File: config.mk
export PLATFORM = sky130hd
export DESIGN_NAME = ccc_capture_channel_config
export DESIGN_NICKNAME = d
export VERILOG_FILES = /design/src/core/ccc_pkg.sv /design/src/core/ccc_capture_prescale.sv /design/src/core/ccc_capture_channel_config.sv
export SDC_FILE = /design/constraint.sdc
export NUM_CORES = 1
export LEC_CHECK = 0
export BUFFER_PORTS_ARGS = -buffer_cell sky130_fd_sc_hd__buf_2
export CORE_ASPECT_RATIO = 0.8
export CORE_MARGIN = 4
export CORE_UTILIZATION = 30
export DETAILED_ROUTE_END_ITERATION = 7
export SYNTH_ARGS = -nofsm -noshare
export SYNTH_HDL_FRONTEND = slang
export SYNTH_SLANG_ARGS = --single-unit
File: constraint.sdc
create_clock -name clk_sys -period 3.8 [get_ports clk_sys]
set_input_delay 0.57 -clock clk_sys [delete_from_list [all_inputs] [get_ports clk_sys]]
set_output_delay 0.57 -clock clk_sys [all_outputs]
set_load 0.01 [all_outputs]
File: src/core/ccc_pkg.sv
// package: register map, field layout and codes
`default_nettype none

package ccc_pkg;

  // bus widths
  localparam int ADDR_W = 8;
  localparam int DATA_W = 32;
  localparam int REG_W  = 16;
  localparam int CNT_W  = 16;
  localparam int NPIN   = 3;   // ch1 input, input three, input four

  // register byte offsets
  localparam logic [ADDR_W-1:0] OFS_MODE34      = 8'h1c;
  localparam logic [ADDR_W-1:0] OFS_ENABLE      = 8'h20;
  localparam logic [ADDR_W-1:0] OFS_CH1_CAPTURE = 8'h34;
  localparam logic [ADDR_W-1:0] OFS_CH12_DIR    = 8'h40;

  // values after reset
  localparam logic [REG_W-1:0] RST_MODE34  = 16'h0000;
  localparam logic [REG_W-1:0] RST_ENABLE  = 16'h0000;
  localparam logic [REG_W-1:0] RST_CAPTURE = 16'h0000;
  localparam logic [REG_W-1:0] RST_DIR     = 16'h0000;

  // mode field positions
  localparam int M_CH3_DIR_LSB  = 0;
  localparam int M_CH3_PSC_LSB  = 2;
  localparam int M_CH3_FILT_LSB = 4;
  localparam int M_CH4_DIR_LSB  = 8;
  localparam int M_CH4_PSC_LSB  = 10;
  localparam int M_CH4_FILT_LSB = 12;

  // ch1/ch2 direction field positions
  localparam int D_CH1_LSB = 0;
  localparam int D_CH2_LSB = 8;

  // enable register: one nibble per channel
  localparam int E_STRIDE = 4;
  localparam int E_EN     = 0;
  localparam int E_POL    = 1;
  localparam int E_NPOL   = 3;
  localparam logic [REG_W-1:0] EN_WRITABLE = 16'hbbbb;  // bits 2, 6, 10, 14 read zero

  // direction select codes
  typedef enum logic [1:0] {
    DIR_OUTPUT     = 2'b00,
    DIR_INPUT_OWN  = 2'b01,
    DIR_INPUT_PAIR = 2'b10,
    DIR_INPUT_TRIG = 2'b11
  } ccc_dir_e;

  // input polarity codes {complement, polarity}
  localparam logic [1:0] POL_RISE = 2'b00;
  localparam logic [1:0] POL_FALL = 2'b01;
  localparam logic [1:0] POL_RSVD = 2'b10;
  localparam logic [1:0] POL_BOTH = 2'b11;

  // prescaler terminal count per code
  localparam logic [2:0] PSC_LAST_DIV1 = 3'h0;
  localparam logic [2:0] PSC_LAST_DIV2 = 3'h1;
  localparam logic [2:0] PSC_LAST_DIV4 = 3'h3;
  localparam logic [2:0] PSC_LAST_DIV8 = 3'h7;

  // bus responses
  localparam logic [1:0] RESP_OKAY   = 2'b00;
  localparam logic [1:0] RESP_SLVERR = 2'b10;

endpackage : ccc_pkg

`default_nettype wire

File: src/core/ccc_capture_prescale.sv
// module: capture event prescaler
`default_nettype none

module ccc_capture_prescale (
  input  wire logic       clk_sys,
  input  wire logic       sys_rst,
  input  wire logic       capture_enable,
  input  wire logic       input_event,
  input  wire logic [1:0] prescale_code,
  output var  logic       capture_pulse
);

  typedef struct packed {
    logic [2:0] count;
    logic       pulse;
  } ccc_psc_s;

  ccc_psc_s   state_reg;
  ccc_psc_s   state_next;
  logic [2:0] last_count;

  // terminal count for the chosen factor
  always_comb begin
    unique case (prescale_code)
      2'b00: last_count = ccc_pkg::PSC_LAST_DIV1;
      2'b01: last_count = ccc_pkg::PSC_LAST_DIV2;
      2'b10: last_count = ccc_pkg::PSC_LAST_DIV4;
      2'b11: last_count = ccc_pkg::PSC_LAST_DIV8;
    endcase
  end

  // count events, restart while disabled
  always_comb begin
    state_next       = state_reg;
    state_next.pulse = 1'b0;
    if (!capture_enable) begin
      state_next.count = 3'h0;
    end else if (input_event) begin
      if (state_reg.count >= last_count) begin
        state_next.count = 3'h0;
        state_next.pulse = 1'b1;
      end else begin
        state_next.count = state_reg.count + 3'h1;
      end
    end
  end

  // state register
  always_ff @(posedge clk_sys or posedge sys_rst) begin
    if (sys_rst) begin
      state_reg <= '0;
    end else begin
      state_reg <= state_next;
    end
  end

  assign capture_pulse = state_reg.pulse;

endmodule : ccc_capture_prescale

`default_nettype wire

File: src/core/ccc_capture_channel_config.sv
// module: channel configuration, register slave and ch1 capture
//
// How it works
// ch3 select: 00 out, input three/four/trigger
// selects change only while channel disabled
// ch3 prescale captures every 1/2/4/8 events
// ch4 select: 00 out, input four/three/trigger
// filter and prescale fields at fixed bits
// ch1 enable bit gates the output
// ch1 enable bit gates counter capture
// ch1 polarity bit: active high or low
// input code 00: non-inverted, rising edge
// input code 01: inverted, falling edge
// enable register at 0x20, resets zero
// code 11 both edges; complement cleared on output
// channels 2-4 repeat bits per nibble
// disabled output low, drive enable low
// select write ignored while channel enabled
// prescaler counts only while capture enabled
//
// Design decision made here: the AXI4-Lite interface to the registers.
`default_nettype none

module ccc_capture_channel_config (
  input  wire logic                        clk_sys,
  input  wire logic                        sys_rst,
  // register bus
  input  wire logic [ccc_pkg::ADDR_W-1:0]  s_axi_awaddr,
  input  wire logic                        s_axi_awvalid,
  output var  logic                        s_axi_awready,
  input  wire logic [ccc_pkg::DATA_W-1:0]  s_axi_wdata,
  input  wire logic [3:0]                  s_axi_wstrb,
  input  wire logic                        s_axi_wvalid,
  output var  logic                        s_axi_wready,
  output var  logic [1:0]                  s_axi_bresp,
  output var  logic                        s_axi_bvalid,
  input  wire logic                        s_axi_bready,
  input  wire logic [ccc_pkg::ADDR_W-1:0]  s_axi_araddr,
  input  wire logic                        s_axi_arvalid,
  output var  logic                        s_axi_arready,
  output var  logic [ccc_pkg::DATA_W-1:0]  s_axi_rdata,
  output var  logic [1:0]                  s_axi_rresp,
  output var  logic                        s_axi_rvalid,
  input  wire logic                        s_axi_rready,
  // channel inputs
  input  wire logic                        filtered_channel_input,
  input  wire logic                        timer_input_three,
  input  wire logic                        timer_input_four,
  input  wire logic                        trigger_select_signal,
  input  wire logic [ccc_pkg::CNT_W-1:0]   counter_value,
  input  wire logic [3:0]                  channel_reference_output,
  // channel outputs
  output var  logic [3:0]                  channel_output,
  output var  logic [3:0]                  channel_output_drive_enable,
  output var  logic                        ch3_capture_strobe,
  output var  logic                        ch4_capture_strobe,
  output var  logic [3:0]                  ch3_input_filter,
  output var  logic [3:0]                  ch4_input_filter
);

  typedef struct packed {
    // registers
    logic [ccc_pkg::REG_W-1:0]  mode34;
    logic [ccc_pkg::REG_W-1:0]  enable;
    logic [ccc_pkg::REG_W-1:0]  dir12;
    logic [ccc_pkg::CNT_W-1:0]  ch1_capture_value;
    // pin synchronisers and settled levels
    logic [ccc_pkg::NPIN-1:0]   sync1;
    logic [ccc_pkg::NPIN-1:0]   sync2;
    logic [ccc_pkg::NPIN-1:0]   sync3;
    logic [ccc_pkg::NPIN-1:0]   pin_level;
    logic [2:0]                 prev_sel;   // ch4, ch3, ch1 selected levels
    // channel outputs
    logic [3:0]                 chan_out;
    logic [3:0]                 chan_drive;
    // write side of the bus
    logic                       aw_have;
    logic [ccc_pkg::ADDR_W-1:0] aw_addr;
    logic                       w_have;
    logic [ccc_pkg::DATA_W-1:0] w_data;
    logic [3:0]                 w_strb;
    logic                       awready;
    logic                       wready;
    logic                       bvalid;
    logic [1:0]                 bresp;
    // read side of the bus
    logic                       arready;
    logic                       rvalid;
    logic [ccc_pkg::DATA_W-1:0] rdata;
    logic [1:0]                 rresp;
  } ccc_state_s;

  ccc_state_s state_reg;
  ccc_state_s state_next;

  // byte-lane merge of a 16-bit register
  function automatic logic [15:0] merge16(input logic [15:0] old_val,
                                          input logic [31:0] wdata,
                                          input logic [3:0]  wstrb);
    logic [15:0] v;
    v = old_val;
    if (wstrb[0]) v[7:0] = wdata[7:0];
    if (wstrb[1]) v[15:8] = wdata[15:8];
    return v;
  endfunction

  // word decode of a byte address
  function automatic logic hit(input logic [7:0] addr, input logic [7:0] ofs);
    return addr[7:2] == ofs[7:2];
  endfunction

  // edge qualified by input polarity
  function automatic logic pol_edge(input logic [1:0] code,
                                    input logic       cur,
                                    input logic       prev);
    logic inv;
    inv = (code == ccc_pkg::POL_FALL);
    if (code == ccc_pkg::POL_BOTH) return cur != prev;
    return (cur ^ inv) & ~(prev ^ inv);
  endfunction

  // complement polarity cleared on output channels
  function automatic logic [15:0] clear_npol(input logic [15:0] v,
                                             input logic [7:0]  dirs);
    logic [15:0] r;
    r = v & ccc_pkg::EN_WRITABLE;
    for (int ch = 0; ch < 4; ch++) begin
      if (dirs[ch*2 +: 2] == ccc_pkg::DIR_OUTPUT) begin
        r[ch*ccc_pkg::E_STRIDE + ccc_pkg::E_NPOL] = 1'b0;
      end
    end
    return r;
  endfunction

  // live register fields
  logic [7:0] dirs_live;
  logic [1:0] dir_ch1;
  logic [1:0] dir_ch2;
  logic [1:0] dir_ch3;
  logic [1:0] dir_ch4;
  logic [3:0] en_bit;
  logic [3:0] pol_bit;
  logic [3:0] npol_bit;
  logic       sel_ch1;
  logic       sel_ch3;
  logic       sel_ch4;
  logic       edge_ch1;
  logic       edge_ch3;
  logic       edge_ch4;
  logic       armed_ch3;
  logic       armed_ch4;

  assign dir_ch1 = state_reg.dir12[ccc_pkg::D_CH1_LSB +: 2];
  assign dir_ch2 = state_reg.dir12[ccc_pkg::D_CH2_LSB +: 2];
  assign dir_ch3 = state_reg.mode34[ccc_pkg::M_CH3_DIR_LSB +: 2];
  assign dir_ch4 = state_reg.mode34[ccc_pkg::M_CH4_DIR_LSB +: 2];
  assign dirs_live = {dir_ch4, dir_ch3, dir_ch2, dir_ch1};

  // per-channel enable and polarity bits
  always_comb begin
    for (int ch = 0; ch < 4; ch++) begin
      en_bit[ch]   = state_reg.enable[ch*ccc_pkg::E_STRIDE + ccc_pkg::E_EN];
      pol_bit[ch]  = state_reg.enable[ch*ccc_pkg::E_STRIDE + ccc_pkg::E_POL];
      npol_bit[ch] = state_reg.enable[ch*ccc_pkg::E_STRIDE + ccc_pkg::E_NPOL];
    end
  end

  // capture source selection
  always_comb begin
    sel_ch1 = state_reg.pin_level[0];
    unique case (dir_ch3)
      ccc_pkg::DIR_INPUT_OWN:  sel_ch3 = state_reg.pin_level[1];
      ccc_pkg::DIR_INPUT_PAIR: sel_ch3 = state_reg.pin_level[2];
      ccc_pkg::DIR_INPUT_TRIG: sel_ch3 = trigger_select_signal;
      default:                 sel_ch3 = 1'b0;
    endcase
    unique case (dir_ch4)
      ccc_pkg::DIR_INPUT_OWN:  sel_ch4 = state_reg.pin_level[2];
      ccc_pkg::DIR_INPUT_PAIR: sel_ch4 = state_reg.pin_level[1];
      ccc_pkg::DIR_INPUT_TRIG: sel_ch4 = trigger_select_signal;
      default:                 sel_ch4 = 1'b0;
    endcase
  end

  // edges and capture arming
  assign edge_ch1  = pol_edge({npol_bit[0], pol_bit[0]}, sel_ch1, state_reg.prev_sel[0]);
  assign edge_ch3  = pol_edge({npol_bit[2], pol_bit[2]}, sel_ch3, state_reg.prev_sel[1]);
  assign edge_ch4  = pol_edge({npol_bit[3], pol_bit[3]}, sel_ch4, state_reg.prev_sel[2]);
  assign armed_ch3 = en_bit[2] && (dir_ch3 != ccc_pkg::DIR_OUTPUT);
  assign armed_ch4 = en_bit[3] && (dir_ch4 != ccc_pkg::DIR_OUTPUT);

  // channel 3 prescaler
  ccc_capture_prescale u_psc_ch3 (
    .clk_sys        (clk_sys),
    .sys_rst        (sys_rst),
    .capture_enable (armed_ch3),
    .input_event    (edge_ch3),
    .prescale_code  (state_reg.mode34[ccc_pkg::M_CH3_PSC_LSB +: 2]),
    .capture_pulse  (ch3_capture_strobe)
  );

  // channel 4 prescaler
  ccc_capture_prescale u_psc_ch4 (
    .clk_sys        (clk_sys),
    .sys_rst        (sys_rst),
    .capture_enable (armed_ch4),
    .input_event    (edge_ch4),
    .prescale_code  (state_reg.mode34[ccc_pkg::M_CH4_PSC_LSB +: 2]),
    .capture_pulse  (ch4_capture_strobe)
  );

  // next state
  always_comb begin
    logic [15:0] wv;
    logic [7:0]  dirs;
    wv         = '0;
    dirs       = '0;
    state_next = state_reg;

    // three-flop synchroniser, level once stages agree
    state_next.sync1 = {timer_input_four, timer_input_three, filtered_channel_input};
    state_next.sync2 = state_reg.sync1;
    state_next.sync3 = state_reg.sync2;
    for (int i = 0; i < ccc_pkg::NPIN; i++) begin
      if (state_reg.sync2[i] == state_reg.sync3[i]) begin
        state_next.pin_level[i] = state_reg.sync3[i];
      end
    end
    state_next.prev_sel = {sel_ch4, sel_ch3, sel_ch1};

    // ch1 counter capture
    if (dir_ch1 != ccc_pkg::DIR_OUTPUT && en_bit[0] && edge_ch1) begin
      state_next.ch1_capture_value = counter_value;
    end

    // output stage of output-mode channels
    for (int ch = 0; ch < 4; ch++) begin
      if (dirs_live[ch*2 +: 2] == ccc_pkg::DIR_OUTPUT && en_bit[ch]) begin
        state_next.chan_out[ch]   = channel_reference_output[ch] ^ pol_bit[ch];
        state_next.chan_drive[ch] = 1'b1;
      end else begin
        state_next.chan_out[ch]   = 1'b0;
        state_next.chan_drive[ch] = 1'b0;
      end
    end

    // address and data taken apart
    if (s_axi_awvalid && state_reg.awready) begin
      state_next.aw_have = 1'b1;
      state_next.aw_addr = s_axi_awaddr;
    end
    if (s_axi_wvalid && state_reg.wready) begin
      state_next.w_have = 1'b1;
      state_next.w_data = s_axi_wdata;
      state_next.w_strb = s_axi_wstrb;
    end
    if (state_reg.bvalid && s_axi_bready) begin
      state_next.bvalid = 1'b0;
    end

    // write once both halves held
    if (state_next.aw_have && state_next.w_have && !state_next.bvalid) begin
      state_next.aw_have = 1'b0;
      state_next.w_have  = 1'b0;
      state_next.bvalid  = 1'b1;
      state_next.bresp   = ccc_pkg::RESP_OKAY;
      if (hit(state_next.aw_addr, ccc_pkg::OFS_MODE34)) begin
        wv = merge16(state_reg.mode34, state_next.w_data, state_next.w_strb);
        if (en_bit[2]) begin
          wv[ccc_pkg::M_CH3_DIR_LSB +: 2] = dir_ch3;
        end
        if (en_bit[3]) begin
          wv[ccc_pkg::M_CH4_DIR_LSB +: 2] = dir_ch4;
        end
        state_next.mode34 = wv;
      end else if (hit(state_next.aw_addr, ccc_pkg::OFS_ENABLE)) begin
        state_next.enable = merge16(state_reg.enable, state_next.w_data,
                                    state_next.w_strb);
      end else if (hit(state_next.aw_addr, ccc_pkg::OFS_CH12_DIR)) begin
        wv = merge16(state_reg.dir12, state_next.w_data, state_next.w_strb);
        wv = wv & 16'h0303;
        if (en_bit[0]) begin
          wv[ccc_pkg::D_CH1_LSB +: 2] = dir_ch1;
        end
        if (en_bit[1]) begin
          wv[ccc_pkg::D_CH2_LSB +: 2] = dir_ch2;
        end
        state_next.dir12 = wv;
      end else if (!hit(state_next.aw_addr, ccc_pkg::OFS_CH1_CAPTURE)) begin
        state_next.bresp = ccc_pkg::RESP_SLVERR;  // unmapped word
      end
    end

    // complement polarity follows directions
    dirs = {state_next.mode34[ccc_pkg::M_CH4_DIR_LSB +: 2],
            state_next.mode34[ccc_pkg::M_CH3_DIR_LSB +: 2],
            state_next.dir12[ccc_pkg::D_CH2_LSB +: 2],
            state_next.dir12[ccc_pkg::D_CH1_LSB +: 2]};
    state_next.enable = clear_npol(state_next.enable, dirs);

    // read channel
    if (state_reg.rvalid && s_axi_rready) begin
      state_next.rvalid = 1'b0;
    end
    if (s_axi_arvalid && state_reg.arready) begin
      state_next.rvalid = 1'b1;
      state_next.rresp  = ccc_pkg::RESP_OKAY;
      if (hit(s_axi_araddr, ccc_pkg::OFS_MODE34)) begin
        state_next.rdata = {16'h0000, state_reg.mode34};
      end else if (hit(s_axi_araddr, ccc_pkg::OFS_ENABLE)) begin
        state_next.rdata = {16'h0000, state_reg.enable};
      end else if (hit(s_axi_araddr, ccc_pkg::OFS_CH1_CAPTURE)) begin
        state_next.rdata = {16'h0000, state_reg.ch1_capture_value};
      end else if (hit(s_axi_araddr, ccc_pkg::OFS_CH12_DIR)) begin
        state_next.rdata = {16'h0000, state_reg.dir12};
      end else begin
        state_next.rdata = 32'h0000_0000;
        state_next.rresp = ccc_pkg::RESP_SLVERR;
      end
    end

    // ready flags from the holding state
    state_next.awready = !state_next.aw_have && !state_next.bvalid;
    state_next.wready  = !state_next.w_have && !state_next.bvalid;
    state_next.arready = !state_next.rvalid;
  end

  // state register
  always_ff @(posedge clk_sys or posedge sys_rst) begin
    if (sys_rst) begin
      state_reg                   <= '0;
      state_reg.mode34            <= ccc_pkg::RST_MODE34;
      state_reg.enable            <= ccc_pkg::RST_ENABLE;
      state_reg.dir12             <= ccc_pkg::RST_DIR;
      state_reg.ch1_capture_value <= ccc_pkg::RST_CAPTURE;
    end else begin
      state_reg <= state_next;
    end
  end

  // outputs from the state register
  assign s_axi_awready               = state_reg.awready;
  assign s_axi_wready                = state_reg.wready;
  assign s_axi_bvalid                = state_reg.bvalid;
  assign s_axi_bresp                 = state_reg.bresp;
  assign s_axi_arready               = state_reg.arready;
  assign s_axi_rvalid                = state_reg.rvalid;
  assign s_axi_rdata                 = state_reg.rdata;
  assign s_axi_rresp                 = state_reg.rresp;
  assign channel_output              = state_reg.chan_out;
  assign channel_output_drive_enable = state_reg.chan_drive;
  assign ch3_input_filter            = state_reg.mode34[ccc_pkg::M_CH3_FILT_LSB +: 4];
  assign ch4_input_filter            = state_reg.mode34[ccc_pkg::M_CH4_FILT_LSB +: 4];

endmodule : ccc_capture_channel_config

`default_nettype wire

==> results of run 1 <==
[final cells by class]
| cell class | count | area [um2] |
|---|---|---|
| repair buffers | 107 | 563 |
| flip-flops and latches | 128 | 3200 |
| inverters | 13 | 52.6 |
| fillers | 2000 | 12600 |
| clock buffers | 21 | 480 |
| multi-input cells | 317 | 2390 |
| clock inverters | 11 | 178 |
| well taps | 264 | 330 |
[cell families (layout without fill, tap and decap cells)]
kind of cell,Yosys count,after routing,share of synthesized area [%]
adders and majority gates,11,11,2.16
xor gates and xnor gates,6,6,0.873
other,1,18,0.0623
buffers and inverters,77,152,8.37
muxes,74,74,13.6
DFF,128,128,53.2
AOI/OAI and AO/OA,88,88,10.3
and+or+nand+nor,120,120,11.4
[power groups by stage]
stage               registers, mW  clock network [mW]  logic (mW)
CTS                          1.87                1.84       0.994
detailed placement           1.89                   0       0.987
global route                 1.91                1.92        1.08
finish                       1.87                1.80       0.980
global placement             1.89                   0       0.970
floorplan                    1.82                   0       0.786
[cell usage after synthesis (3+ instances only)]
| cell | instances | area (um2) |
|---|---|---|
| sky130_fd_sc_hd__maj3_1 | 3 | 30.0 |
| sky130_fd_sc_hd__nor4_1 | 4 | 25.0 |
| sky130_fd_sc_hd__o31ai_1 | 3 | 22.5 |
| sky130_fd_sc_hd__nor2_1 | 18 | 67.6 |
| sky130_fd_sc_hd__and2_1 | 3 | 18.8 |
| sky130_fd_sc_hd__ha_1 | 8 | 100 |
| sky130_fd_sc_hd__a222oi_1 | 10 | 100 |
| sky130_fd_sc_hd__a21o_1 | 6 | 45.0 |
| sky130_fd_sc_hd__a21oi_1 | 15 | 75.1 |
| sky130_fd_sc_hd__o21ai_1 | 6 | 30.0 |
| sky130_fd_sc_hd__o21ai_0 | 19 | 95.1 |
| sky130_fd_sc_hd__nand2b_1 | 4 | 25.0 |
| sky130_fd_sc_hd__nand3_1 | 7 | 35.0 |
| sky130_fd_sc_hd__clkbuf_1 | 8 | 30.0 |
| sky130_fd_sc_hd__and3_1 | 7 | 43.8 |
| sky130_fd_sc_hd__mux2i_1 | 10 | 100 |
| sky130_fd_sc_hd__a22oi_1 | 4 | 30.0 |
| sky130_fd_sc_hd__nor3_1 | 5 | 25.0 |
| sky130_fd_sc_hd__xor2_1 | 5 | 43.8 |
| sky130_fd_sc_hd__a211oi_1 | 5 | 37.5 |
| sky130_fd_sc_hd__mux2_2 | 55 | 619 |
| sky130_fd_sc_hd__nand2_1 | 46 | 173 |
| sky130_fd_sc_hd__mux2_1 | 9 | 101 |
| sky130_fd_sc_hd__nand4b_1 | 5 | 43.8 |
| sky130_fd_sc_hd__buf_4 | 53 | 398 |
| sky130_fd_sc_hd__dfrtp_1 | 128 | 3200 |
| sky130_fd_sc_hd__a211oi_2 | 5 | 62.6 |
| sky130_fd_sc_hd__inv_1 | 13 | 48.8 |
[layout by cell type, fill, tap and decap left out, types with 4 or more instances in the layout]
master and count:
sky130_fd_sc_hd__nand3_1 7, sky130_fd_sc_hd__a211oi_2 5, sky130_fd_sc_hd__bufinv_16 4, sky130_fd_sc_hd__clkbuf_8 4, sky130_fd_sc_hd__nor2_1 18, sky130_fd_sc_hd__a21oi_1 14
sky130_fd_sc_hd__o21ai_0 19, sky130_fd_sc_hd__nand2b_1 4, sky130_fd_sc_hd__nor3_1 4, sky130_fd_sc_hd__inv_1 12, sky130_fd_sc_hd__mux2_1 9, sky130_fd_sc_hd__clkinvlp_4 4
sky130_fd_sc_hd__nand4b_1 5, sky130_fd_sc_hd__mux2i_1 10, sky130_fd_sc_hd__a222oi_1 10, sky130_fd_sc_hd__o21ai_1 6, sky130_fd_sc_hd__nand2_1 46, sky130_fd_sc_hd__xor2_1 5
sky130_fd_sc_hd__conb_1 18, sky130_fd_sc_hd__buf_2 101, sky130_fd_sc_hd__mux2_2 55, sky130_fd_sc_hd__and3_1 7, sky130_fd_sc_hd__clkbuf_16 17, sky130_fd_sc_hd__a211oi_1 5
sky130_fd_sc_hd__a22oi_1 4, sky130_fd_sc_hd__buf_4 5, sky130_fd_sc_hd__dfrtp_1 128, sky130_fd_sc_hd__ha_1 8, sky130_fd_sc_hd__nor4_1 4, sky130_fd_sc_hd__a21o_1 6
[how the worst min path moves through the flow]
stage                          startpoint              end
after floorplan           state_next[104]  state_next[101]
final                             sys_rst    state_reg[59]
after global placement    state_next[105]  state_next[102]
after detailed placement  state_next[106]  state_next[103]
after CTS                         sys_rst    state_reg[59]
after global routing              sys_rst  s_axi_rdata[15]
[metrics by stage]
step                      cell area (um2)  cells  util (%)  hold slack [ns]
after detailed placement             6540    829      33.0            0.335
after floorplan                      6090    522         -            0.331
final                                7190    861      36.3            0.212
after global routing                 7190    861      36.3            0.237
after global placement               6540    829      33.0            0.335
after CTS                            7190    861      36.3            0.219
[layer usage]
metal,vias up,routed length [um],global-route usage [%]
li1,1920,-,-
met1,2013,7060,18.5
met2,104,6590,19.5
met3,4,859,4.54
met4,0,61,2.59
met5,-,0,0
[critical path, stage by stage]
cell,delay [ns]
sky130_fd_sc_hd__buf_2,0.14
sky130_fd_sc_hd__or4b_1,0.56
sky130_fd_sc_hd__nor2_2,0.55
sky130_fd_sc_hd__mux2_2,0.41
sky130_fd_sc_hd__a222oi_1,0.28
sky130_fd_sc_hd__o21ai_0,0.12
==> impl_metrics.xml, run 1 <==
<?xml version="1.0" encoding="UTF-8"?>
<metrics>
  <group name="power_and_ir_drop">
    <metric name="net-switching-power" unit="mW">1.41</metric>
    <metric name="seqPwrFrac" unit="%">40.2</metric>
    <metric name="ir_drop_worst_case_vdd" unit="mV">0.257</metric>
    <metric name="clock_network_fraction_of_design_power" unit="%">38.8</metric>
    <metric name="powerDensity" unit="mW/mm2">646</metric>
    <metric name="cellInternalPower" unit="mW">3.24</metric>
    <metric name="power.total" unit="mW">4.65</metric>
    <metric name="power.combinational.fraction" unit="%">21.1</metric>
    <metric name="leakage" unit="nW">3.42</metric>
    <metric name="power.share.switching" unit="%">30.3</metric>
  </group>
  <group name="global_routing">
    <metric name="globalRouteOverflowTotal" unit="">0</metric>
    <metric name="grt_usage" unit="%">13.1</metric>
    <metric name="antenna_violations_before_repair" unit="">0</metric>
    <metric name="grt_first_pass_wirelength" unit="um">22700</metric>
    <metric name="number_of_global_route_vias_before_repair" unit="">3952</metric>
    <metric name="grt_max_degree" unit="">105</metric>
  </group>
  <group name="synth">
    <metric name="synth_seq_cells" unit="">128</metric>
    <metric name="synth_flop_cell" unit="">sky130_fd_sc_hd__dfrtp_1</metric>
    <metric name="yosysSeqAreaShare" unit="%">53.2</metric>
    <metric name="synthesis.instances" unit="">505</metric>
    <metric name="synth.lib_cells_used.distinct" unit="">57</metric>
    <metric name="synth_edf_count" unit="">0</metric>
    <metric name="yosysWarningCount" unit="">0</metric>
    <metric name="postSynthAreaPerCell" unit="um2">11.9</metric>
    <metric name="ys_async_sr_fraction" unit="%">100</metric>
    <metric name="netlist_area" unit="mm2">0.00602</metric>
  </group>
  <group name="floorplanning">
    <metric name="floorplan.core_area" unit="mm2">0.0198</metric>
    <metric name="fp.dieArea" unit="mm2">0.0224</metric>
    <metric name="die_h" unit="um">135</metric>
    <metric name="placement_rows" unit="">46</metric>
    <metric name="io-pin-count" unit="">142</metric>
    <metric name="chip_width" unit="um">166</metric>
    <metric name="initial_core_util" unit="%">30.4</metric>
  </group>
  <group name="timing">
    <metric name="ratio_of_final_minimum_period_to_clock_period" unit="%">62.1</metric>
    <metric name="grt_setup_unrepaired" unit="">no</metric>
    <metric name="achievable-frequency" unit="MHz">424</metric>
    <metric name="fin_ws" unit="ns">1.44</metric>
    <metric name="finClkSkew" unit="ns">0.00844</metric>
    <metric name="timing_max_transition_violations_final" unit="">0</metric>
    <metric name="worst_slew_margin_rel" unit="%">27.2</metric>
    <metric name="final-hold-violation-count" unit="">0</metric>
    <metric name="worstMarginPinSlew" unit="ns">1.09</metric>
    <metric name="finalSetupViolations" unit="">0</metric>
    <metric name="setup_tns" unit="ns">0</metric>
    <metric name="period_minus_slack" unit="ns">2.36</metric>
  </group>
  <group name="cts">
    <metric name="postCtsHoldBufs" unit="">0</metric>
    <metric name="htreeDepth" unit="">4</metric>
    <metric name="post_cts.repair.setup_buffers" unit="">0</metric>
    <metric name="worstSkewPairLatency" unit="ns">0.41</metric>
    <metric name="ctsRootBufferMaster" unit="">sky130_fd_sc_hd__clkbuf_16</metric>
    <metric name="clock_sink_count" unit="">128</metric>
    <metric name="postCtsResizedCells" unit="">0</metric>
    <metric name="clk_pin_slew" unit="ns">0.06</metric>
    <metric name="clock_path_buffers" unit="">2</metric>
    <metric name="cts_tree" unit="">built</metric>
    <metric name="number_of_buffers_added_by_the_clock_tree_synthesis_step" unit="">17</metric>
  </group>
  <group name="worst_setup_path">
    <metric name="worst-r2r-cell-count" unit="">5</metric>
    <metric name="critical_path.endpoint_type" unit="">flip-flop</metric>
    <metric name="regToRegStartpoint" unit="">s_axi_awready</metric>
    <metric name="worstPathRequired" unit="ns">4.07</metric>
    <metric name="data_arrival_at_the_endpoint_of_the_critical_path" unit="ns">2.63</metric>
    <metric name="cp-start-kind" unit="">primary input</metric>
    <metric name="critical_path_startpoint" unit="">s_axi_araddr[6]</metric>
    <metric name="endpoint" unit="">s_axi_rdata[0]</metric>
    <metric name="timing.setup.critical_path_class" unit="">in2reg</metric>
    <metric name="r2r_end" unit="">ch3_input_filter[1]</metric>
    <metric name="crit_fanout" unit="">11</metric>
    <metric name="setup_slack_of_the_worst_register_to_register_path" unit="ns">1.45</metric>
  </group>
  <group name="placed_design">
    <metric name="place_congestion" unit="">0.793</metric>
    <metric name="place_hpwl" unit="um">10400</metric>
    <metric name="placement.setup.worst_slack" unit="ns">1.00</metric>
    <metric name="port_buffers" unit="">101</metric>
  </group>
  <group name="layout">
    <metric name="number_of_nets_in_the_layout" unit="">675</metric>
    <metric name="n_antenna_cell" unit="">0</metric>
    <metric name="layout-area-overhead-vs-synth" unit="%">19.5</metric>
    <metric name="largest_register_ff_count" unit="">54</metric>
    <metric name="final_layout_size_suffix_gt1_share" unit="%">37.0</metric>
  </group>
  <group name="detailed_routing">
    <metric name="detail_route.iter0.violations" unit="">298</metric>
    <metric name="drt-vias-per-instance" unit="">4.69</metric>
    <metric name="1st_pass_router_iterations" unit="">7</metric>
    <metric name="route.antenna.remaining_nets" unit="">0</metric>
    <metric name="totalWireLength" unit="um">14600</metric>
    <metric name="drc_errors" unit="">0</metric>
    <metric name="post_drt_wl_per_cell" unit="um">16.9</metric>
    <metric name="via_count" unit="">4041</metric>
  </group>
  <group name="flow_run">
    <metric name="maxCapViolations" unit="">0</metric>
  </group>
  <group name="worst_hold_path">
    <metric name="min_path_type" unit="">in2async</metric>
  </group>
  <group name="status">
    <metric name="run_status" unit="">finished clean</metric>
  </group>
</metrics>
Power figures use the tool's default switching activity.
==> run 2, diff against run 1 <==
--- a/config.mk
+++ b/config.mk
@@ -5,6 +5,7 @@
 export SDC_FILE = /design/constraint.sdc
 export NUM_CORES = 1
 export LEC_CHECK = 0
+export ABC_AREA = 1
 export BUFFER_PORTS_ARGS = -buffer_cell sky130_fd_sc_hd__buf_2
 export CORE_ASPECT_RATIO = 0.8
 export CORE_MARGIN = 4
==> constraint.sdc (replaced) <==
create_clock -name clk_sys -period 2.1 [get_ports clk_sys]
set_input_delay 0.315 -clock clk_sys [delete_from_list [all_inputs] [get_ports clk_sys]]
set_output_delay 0.315 -clock clk_sys [all_outputs]
set_load 0.01 [all_outputs]
==> impl_metrics.xml, run 2 <==
<?xml version="1.0" encoding="UTF-8"?>
<metrics>
  <group name="status">
    <metric name="run_status" unit="">finished clean</metric>
  </group>
  <group name="worst_hold_path">
    <metric name="min_path_type" unit="">in2async</metric>
  </group>
  <group name="worst_setup_path">
    <metric name="cp_num_buf_inv" unit="">1</metric>
    <metric name="crit_fanout" unit="">14</metric>
    <metric name="cp_max_stage_delay" unit="ns">0.67</metric>
    <metric name="crit_slowest_cell" unit="">sky130_fd_sc_hd__o21ai_0</metric>
    <metric name="data_arrival_at_the_endpoint_of_the_critical_path" unit="ns">2.18</metric>
    <metric name="cp-start-kind" unit="">flip-flop</metric>
    <metric name="cell_type_group_with_the_largest_total_delay_on_the_critical_path" unit="">compound AO/OA/AOI/OAI gates</metric>
    <metric name="critical_path.endpoint_type" unit="">flip-flop</metric>
    <metric name="timing.setup.critical_path_class" unit="">reg2reg</metric>
    <metric name="worst-r2r-cell-count" unit="">6</metric>
    <metric name="crit_path_cell_trace" unit="">nand2_1 &gt; buf_4 &gt; o21ai_0 &gt; nand4_1 &gt; nand2_1 &gt; a21oi_1</metric>
    <metric name="crit_cells" unit="">6</metric>
    <metric name="worstPathRequired" unit="ns">2.39</metric>
    <metric name="critical_path.most_common_cell" unit="">sky130_fd_sc_hd__nand2_1</metric>
  </group>
  <group name="cts">
    <metric name="htreeDepth" unit="">4</metric>
    <metric name="clk_pin_slew" unit="ns">0.06</metric>
    <metric name="number_of_buffers_added_by_the_clock_tree_synthesis_step" unit="">17</metric>
    <metric name="ctsRootBufferMaster" unit="">sky130_fd_sc_hd__clkbuf_16</metric>
    <metric name="post_cts.repair.setup_buffers" unit="">0</metric>
    <metric name="clock_sink_count" unit="">128</metric>
    <metric name="cts_tree" unit="">built</metric>
    <metric name="clock_path_buffers" unit="">2</metric>
    <metric name="worstSkewPairLatency" unit="ns">0.41</metric>
  </group>
  <group name="layout">
    <metric name="finish.instance_area" unit="mm2">0.00740</metric>
    <metric name="number_of_nets_in_the_layout" unit="">822</metric>
    <metric name="multiInputGateArea" unit="mm2">0.00232</metric>
    <metric name="final_core_util" unit="%">36.8</metric>
    <metric name="layout.cells.most_common" unit="">sky130_fd_sc_hd__nand2_1</metric>
    <metric name="fillers" unit="">2021</metric>
    <metric name="most-common-layout-cells" unit="">139 x sky130_fd_sc_hd__nand2_1, 128 x sky130_fd_sc_hd__dfrtp_1, 101 x sky130_fd_sc_hd__buf_2</metric>
    <metric name="final_layout_size_suffix_gt1_share" unit="%">28.7</metric>
    <metric name="sequential_cell_area" unit="mm2">0.00320</metric>
    <metric name="final_cells" unit="">1007</metric>
    <metric name="layout-area-overhead-vs-synth" unit="%">19.4</metric>
    <metric name="n_antenna_cell" unit="">0</metric>
    <metric name="largest_register_ff_count" unit="">54</metric>
  </group>
  <group name="floorplanning">
    <metric name="fp.dieArea" unit="mm2">0.0230</metric>
    <metric name="die_h" unit="um">137</metric>
    <metric name="floorplan.core_area" unit="mm2">0.0201</metric>
    <metric name="placement_rows" unit="">46</metric>
    <metric name="io-pin-count" unit="">142</metric>
    <metric name="initial_core_util" unit="%">30.9</metric>
    <metric name="chip_width" unit="um">169</metric>
  </group>
  <group name="flow_run">
    <metric name="maxCapViolations" unit="">0</metric>
  </group>
  <group name="placed_design">
    <metric name="port_buffers" unit="">101</metric>
    <metric name="place_congestion" unit="">0.804</metric>
    <metric name="placement.setup.worst_slack" unit="ns">0.196</metric>
    <metric name="post-place-cells" unit="">975</metric>
    <metric name="placed_cell_area" unit="mm2">0.00677</metric>
    <metric name="place_hpwl" unit="um">11600</metric>
  </group>
  <group name="timing">
    <metric name="hold_slack" unit="ns">0.00213</metric>
    <metric name="period_minus_slack" unit="ns">1.89</metric>
    <metric name="achievable-frequency" unit="MHz">529</metric>
    <metric name="finalSetupViolations" unit="">0</metric>
    <metric name="ratio_of_final_minimum_period_to_clock_period" unit="%">90.1</metric>
    <metric name="worstMarginPinSlew" unit="ns">0.997</metric>
    <metric name="fin_ws" unit="ns">0.209</metric>
    <metric name="grt_setup_unrepaired" unit="">no</metric>
    <metric name="timing_max_transition_violations_final" unit="">0</metric>
    <metric name="finClkSkew" unit="ns">0.00765</metric>
    <metric name="worst_slew_margin_rel" unit="%">33.5</metric>
    <metric name="final-hold-violation-count" unit="">0</metric>
    <metric name="setup_tns" unit="ns">0</metric>
  </group>
  <group name="synth">
    <metric name="yosysWarningCount" unit="">0</metric>
    <metric name="netlist.top_cell.by_area" unit="">sky130_fd_sc_hd__dfrtp_1</metric>
    <metric name="area_share_of_the_largest_cell_type_after_synthesis" unit="%">51.7</metric>
    <metric name="synthTopCellsByCount" unit="">139 x sky130_fd_sc_hd__nand2_1, 128 x sky130_fd_sc_hd__dfrtp_1, 70 x sky130_fd_sc_hd__inv_1</metric>
    <metric name="ys_async_sr_fraction" unit="%">100</metric>
    <metric name="postSynthAreaPerCell" unit="um2">9.64</metric>
    <metric name="synthesis.instances" unit="">643</metric>
    <metric name="synth_edf_count" unit="">0</metric>
    <metric name="yosysSeqAreaShare" unit="%">51.7</metric>
    <metric name="synth_flop_cell" unit="">sky130_fd_sc_hd__dfrtp_1</metric>
    <metric name="synth.lib_cells_used.distinct" unit="">41</metric>
    <metric name="synth_seq_cells" unit="">128</metric>
    <metric name="netlist_area" unit="mm2">0.00620</metric>
    <metric name="synthMostInstantiatedCell" unit="">sky130_fd_sc_hd__nand2_1</metric>
    <metric name="synthTopCellsByArea" unit="">sky130_fd_sc_hd__dfrtp_1 52%, sky130_fd_sc_hd__nand2_1 8.4%, sky130_fd_sc_hd__buf_4 6.3%</metric>
  </group>
  <group name="detailed_routing">
    <metric name="drt-vias-per-instance" unit="">4.45</metric>
    <metric name="via_count" unit="">4486</metric>
    <metric name="route.antenna.remaining_nets" unit="">0</metric>
    <metric name="post_drt_wl_per_cell" unit="um">15.0</metric>
    <metric name="totalWireLength" unit="um">15100</metric>
    <metric name="detail_route.iter0.violations" unit="">294</metric>
    <metric name="1st_pass_router_iterations" unit="">5</metric>
    <metric name="drc_errors" unit="">0</metric>
  </group>
  <group name="power_and_ir_drop">
    <metric name="leakage" unit="nW">3.67</metric>
    <metric name="power.total" unit="mW">9.60</metric>
    <metric name="powerDensity" unit="mW/mm2">1300</metric>
    <metric name="ir_drop_worst_case_vdd" unit="mV">0.511</metric>
  </group>
  <group name="global_routing">
    <metric name="grt_usage" unit="%">13.7</metric>
    <metric name="antenna_violations_before_repair" unit="">0</metric>
    <metric name="grt_first_pass_wirelength" unit="um">24400</metric>
    <metric name="number_of_global_route_vias_before_repair" unit="">4633</metric>
    <metric name="globalRouteOverflowTotal" unit="">0</metric>
    <metric name="grt_max_degree" unit="">36</metric>
  </group>
</metrics>
==> run 2: final cells by class <==
type | instances | share of cell area (%)
Inverter | 72 | 3.72
Timing Repair Buffer | 115 | 8.79
Clock buffer | 21 | 6.22
Sequential cell | 128 | 43.3
Multi-Input combinational cell | 397 | 31.3
Clock inverter | 10 | 2.16
Tap cell | 264 | 4.46
==> run 2: cells by family after synthesis <==
family                     Yosys count  share of synthesized area, %
DFF                                128                          51.7
buffers and inverters              135                          11.9
xor gates and xnor gates             6                         0.848
other                                1                        0.0605
AOI/OAI and AO/OA                   90                          8.30
muxes                               27                          4.89
and+or+nand+nor                    245                          20.2
adders and majority gates           11                          2.10
==> run 2: worst paths after layout <==
path,startpoint,to,slack [ns]
min reg2reg,state_next[106],state_next[103],0.35
min in group clk_sys,timer_input_four,state_next[106],0.03
max reg2reg,s_axi_wready,npol_bit[2],0.21
min,sys_rst,state_reg[85],0.002
max in group asynchronous,sys_rst,state_reg[121],1.49
max,s_axi_wready,npol_bit[2],0.21
==> run 2: timing repair <==
item / CTS / global route
hold buffers: 1 / 0
endpoints found under the setup margin: 0 / 0
hold endpoints to repair: 1 / 0
gates resized for setup: 0 / 0
==> run 2: power breakdown <==
part | leakage (nW) | switching [mW] | internal [mW]
registers | 1.55 | 0.467 | 3.24
logic | 1.82 | 1.76 | 1.03
clock network | 0.291 | 1.08 | 2.04
==> run 2: metal layers <==
layer	share of wire [%]	up-vias	global-route usage, %	wire (um)
met4	1.0	0	4.37	154
met1	49	2152	20.0	7470
met2	43	124	20.0	6510
li1	-	2196	-	-
met3	6.4	14	3.21	962
met5	0	-	0	0
==> run 3, diff against run 2 <==
--- a/config.mk
+++ b/config.mk
@@ -6,11 +6,12 @@
 export NUM_CORES = 1
 export LEC_CHECK = 0
 export ABC_AREA = 1
-export BUFFER_PORTS_ARGS = -buffer_cell sky130_fd_sc_hd__buf_2
 export CORE_ASPECT_RATIO = 0.8
 export CORE_MARGIN = 4
 export CORE_UTILIZATION = 30
 export DETAILED_ROUTE_END_ITERATION = 7
+export DONT_BUFFER_PORTS = 1
+export RECOVER_POWER = 50
 export SYNTH_ARGS = -nofsm -noshare
 export SYNTH_HDL_FRONTEND = slang
 export SYNTH_SLANG_ARGS = --single-unit
==> impl_metrics.xml, run 3 (same netlist as run 2, synthesis figures left out) <==
<?xml version="1.0" encoding="UTF-8"?>
<metrics>
  <group name="status">
    <metric name="run_status" unit="">finished clean</metric>
  </group>
  <group name="timing">
    <metric name="finalSetupViolations" unit="">0</metric>
    <metric name="grt_setup_unrepaired" unit="">no</metric>
    <metric name="timing_max_transition_violations_final" unit="">0</metric>
    <metric name="final-hold-violation-count" unit="">0</metric>
    <metric name="achievable-frequency" unit="MHz">523</metric>
    <metric name="worst_slew_margin_rel" unit="%">18.9</metric>
    <metric name="fin_ws" unit="ns">0.187</metric>
    <metric name="ratio_of_final_minimum_period_to_clock_period" unit="%">91.1</metric>
    <metric name="setup_tns" unit="ns">0</metric>
    <metric name="finClkSkew" unit="ns">0.0105</metric>
    <metric name="worstMarginPinSlew" unit="ns">1.21</metric>
    <metric name="hold_slack" unit="ns">0.0420</metric>
    <metric name="period_minus_slack" unit="ns">1.91</metric>
  </group>
  <group name="worst_setup_path">
    <metric name="worstPathRequired" unit="ns">2.40</metric>
    <metric name="cp-start-kind" unit="">flip-flop</metric>
    <metric name="timing.setup.critical_path_class" unit="">reg2reg</metric>
    <metric name="critical_path_startpoint" unit="">s_axi_awready</metric>
    <metric name="crit_fanout" unit="">12</metric>
    <metric name="data_arrival_at_the_endpoint_of_the_critical_path" unit="ns">2.21</metric>
    <metric name="regToRegStartpoint" unit="">s_axi_awready</metric>
    <metric name="critical_path.endpoint_type" unit="">flip-flop</metric>
  </group>
  <group name="worst_hold_path">
    <metric name="hp-start" unit="">counter_value[10]</metric>
    <metric name="min_path_type" unit="">in2reg</metric>
  </group>
  <group name="layout">
    <metric name="n_antenna_cell" unit="">0</metric>
    <metric name="final_layout_size_suffix_gt1_share" unit="%">17.3</metric>
    <metric name="layout.cells.most_common" unit="">sky130_fd_sc_hd__nand2_1</metric>
    <metric name="layout-area-overhead-vs-synth" unit="%">11.8</metric>
    <metric name="number_of_nets_in_the_layout" unit="">727</metric>
    <metric name="largest_register_ff_count" unit="">54</metric>
    <metric name="most-common-layout-cells" unit="">141 x sky130_fd_sc_hd__nand2_1, 127 x sky130_fd_sc_hd__dfrtp_1, 69 x sky130_fd_sc_hd__inv_1</metric>
    <metric name="finish.instance_area" unit="mm2">0.00693</metric>
    <metric name="fillers" unit="">2036</metric>
  </group>
  <group name="floorplanning">
    <metric name="chip_width" unit="um">169</metric>
    <metric name="floorplan.core_area" unit="mm2">0.0201</metric>
    <metric name="placement_rows" unit="">46</metric>
    <metric name="io-pin-count" unit="">142</metric>
    <metric name="initial_core_util" unit="%">30.9</metric>
    <metric name="fp.dieArea" unit="mm2">0.0230</metric>
    <metric name="die_h" unit="um">137</metric>
  </group>
  <group name="power_and_ir_drop">
    <metric name="leakage" unit="nW">3.25</metric>
    <metric name="power.combinational.fraction" unit="%">25.4</metric>
    <metric name="power.total" unit="mW">9.49</metric>
    <metric name="seqPwrFrac" unit="%">40.5</metric>
    <metric name="ir_drop_worst_case_vdd" unit="mV">0.546</metric>
    <metric name="clock_network_fraction_of_design_power" unit="%">34.1</metric>
    <metric name="cellInternalPower" unit="mW">6.23</metric>
    <metric name="net-switching-power" unit="mW">3.26</metric>
    <metric name="powerDensity" unit="mW/mm2">1370</metric>
    <metric name="power.share.switching" unit="%">34.3</metric>
  </group>
  <group name="detailed_routing">
    <metric name="post_drt_wl_per_cell" unit="um">16.5</metric>
    <metric name="drc_errors" unit="">0</metric>
    <metric name="route.antenna.remaining_nets" unit="">0</metric>
    <metric name="drt-vias-per-instance" unit="">4.56</metric>
    <metric name="totalWireLength" unit="um">15000</metric>
    <metric name="via_count" unit="">4160</metric>
    <metric name="1st_pass_router_iterations" unit="">4</metric>
    <metric name="detail_route.iter0.violations" unit="">249</metric>
  </group>
  <group name="global_routing">
    <metric name="grt_first_pass_wirelength" unit="um">23600</metric>
    <metric name="global_route.usage.met2" unit="%">19.4</metric>
    <metric name="groute.layer.met1.usage" unit="%">18.5</metric>
    <metric name="globalRouteMet3Util" unit="%">5.63</metric>
    <metric name="antenna_violations_before_repair" unit="">4</metric>
    <metric name="globalRouteOverflowTotal" unit="">0</metric>
    <metric name="grt_max_degree" unit="">37</metric>
    <metric name="number_of_global_route_vias_before_repair" unit="">4232</metric>
    <metric name="layer_with_the_highest_usage" unit="">met2</metric>
    <metric name="grt_usage" unit="%">13.5</metric>
  </group>
  <group name="cts">
    <metric name="cts_tree" unit="">built</metric>
    <metric name="htreeDepth" unit="">4</metric>
    <metric name="clock_sink_count" unit="">128</metric>
    <metric name="clock_path_buffers" unit="">2</metric>
    <metric name="ctsRootBufferMaster" unit="">sky130_fd_sc_hd__clkbuf_16</metric>
    <metric name="clk_pin_slew" unit="ns">0.06</metric>
    <metric name="worstSkewPairLatency" unit="ns">0.42</metric>
    <metric name="number_of_buffers_added_by_the_clock_tree_synthesis_step" unit="">17</metric>
  </group>
  <group name="placed_design">
    <metric name="placement.setup.worst_slack" unit="ns">0.203</metric>
    <metric name="placed_cell_area" unit="mm2">0.00628</metric>
    <metric name="place_congestion" unit="">0.806</metric>
    <metric name="place_hpwl" unit="um">11600</metric>
    <metric name="port_buffers" unit="">0</metric>
  </group>
  <group name="flow_run">
    <metric name="maxCapViolations" unit="">0</metric>
  </group>
</metrics>
[run 3: cell types whose count changed in the layout (fill, tap and decap cells not counted), moves of 3 or more]
| cell | change |
|---|---|
| sky130_fd_sc_hd__clkbuf_1 | +3 |
| sky130_fd_sc_hd__dlygate4sd3_1 | +3 |
| sky130_fd_sc_hd__clkinv_4 | +4 |
| sky130_fd_sc_hd__clkinvlp_4 | -3 |
| sky130_fd_sc_hd__buf_2 | -101 |
[run 3: per-stage QoR]
stage | utilization (%) | std cells
4_1_cts | 34.7 | 913
6_report | 34.5 | 913
2_1_floorplan | - | 660
3_3_place_gp | 31.3 | 877
3_5_place_dp | 31.3 | 877
5_1_grt | 34.5 | 913
[run 3: worst max-delay path, cell delays in order, from the launching register on]
cell and delay, ns:
sky130_fd_sc_hd__dfrtp_2 0.47, sky130_fd_sc_hd__nand2_4 0.20, sky130_fd_sc_hd__nand2_1 0.07, sky130_fd_sc_hd__nand2_1 0.17
sky130_fd_sc_hd__nand2_2 0.09, sky130_fd_sc_hd__nor2_4 0.19, sky130_fd_sc_hd__nand2_8 0.14, sky130_fd_sc_hd__nor2_8 0.20
sky130_fd_sc_hd__nand3_2 0.08, sky130_fd_sc_hd__nand2_1 0.09, sky130_fd_sc_hd__a21oi_1 0.06
[run 3: power groups by stage]
stage,logic (mW),registers (mW),clock network [mW]
floorplan,2.27,3.61,0
global placement,2.38,3.88,0
detailed placement,2.43,3.90,0
CTS,2.46,3.86,3.31
global route,2.75,3.94,3.40
finish,2.41,3.84,3.24
[run 3: path summary, 6_finish.rpt]
check / endpoint / slack [ns] / depth (start not counted)
min in group asynchronous: state_reg[80] / 0.60 / 2
setup / recovery: npol_bit[2] / 0.19 / 10
setup reg to reg: npol_bit[2] / 0.19 / 10
hold reg to reg: state_next[103] / 0.35 / 0
hold / removal: state_reg[120] / 0.04 / 1
max in group asynchronous: channel_output_drive_enable[0] / 0.38 / 3
[run 3: repair_timing]
action | 4_1_cts | 5_1_grt
hold endpoints to repair | 21 | 0
setup buffers | 0 | 0
resized for setup | 0 | 1
hold buffers | 4 | 0
setup endpoints to repair | 0 | 3
[run 3: layer usage]
| metal | routed length [um] | up-vias |
|---|---|---|
| met5 | 38 | - |
| met4 | 131 | 6 |
| met3 | 1210 | 18 |
| met2 | 6600 | 103 |
| met1 | 7060 | 2028 |
| li1 | - | 2005 |
[run 3: final cells by class]
cell class	instances	area, um2	area share, %
Clock buffer	18	429	6.19
Timing Repair Buffer	20	170	2.46
Inverter	72	273	3.94
Sequential cell	128	3200	46.2
Clock inverter	14	215	3.11
Multi-Input combinational cell	397	2310	33.3
Tap cell	264	330	4.77
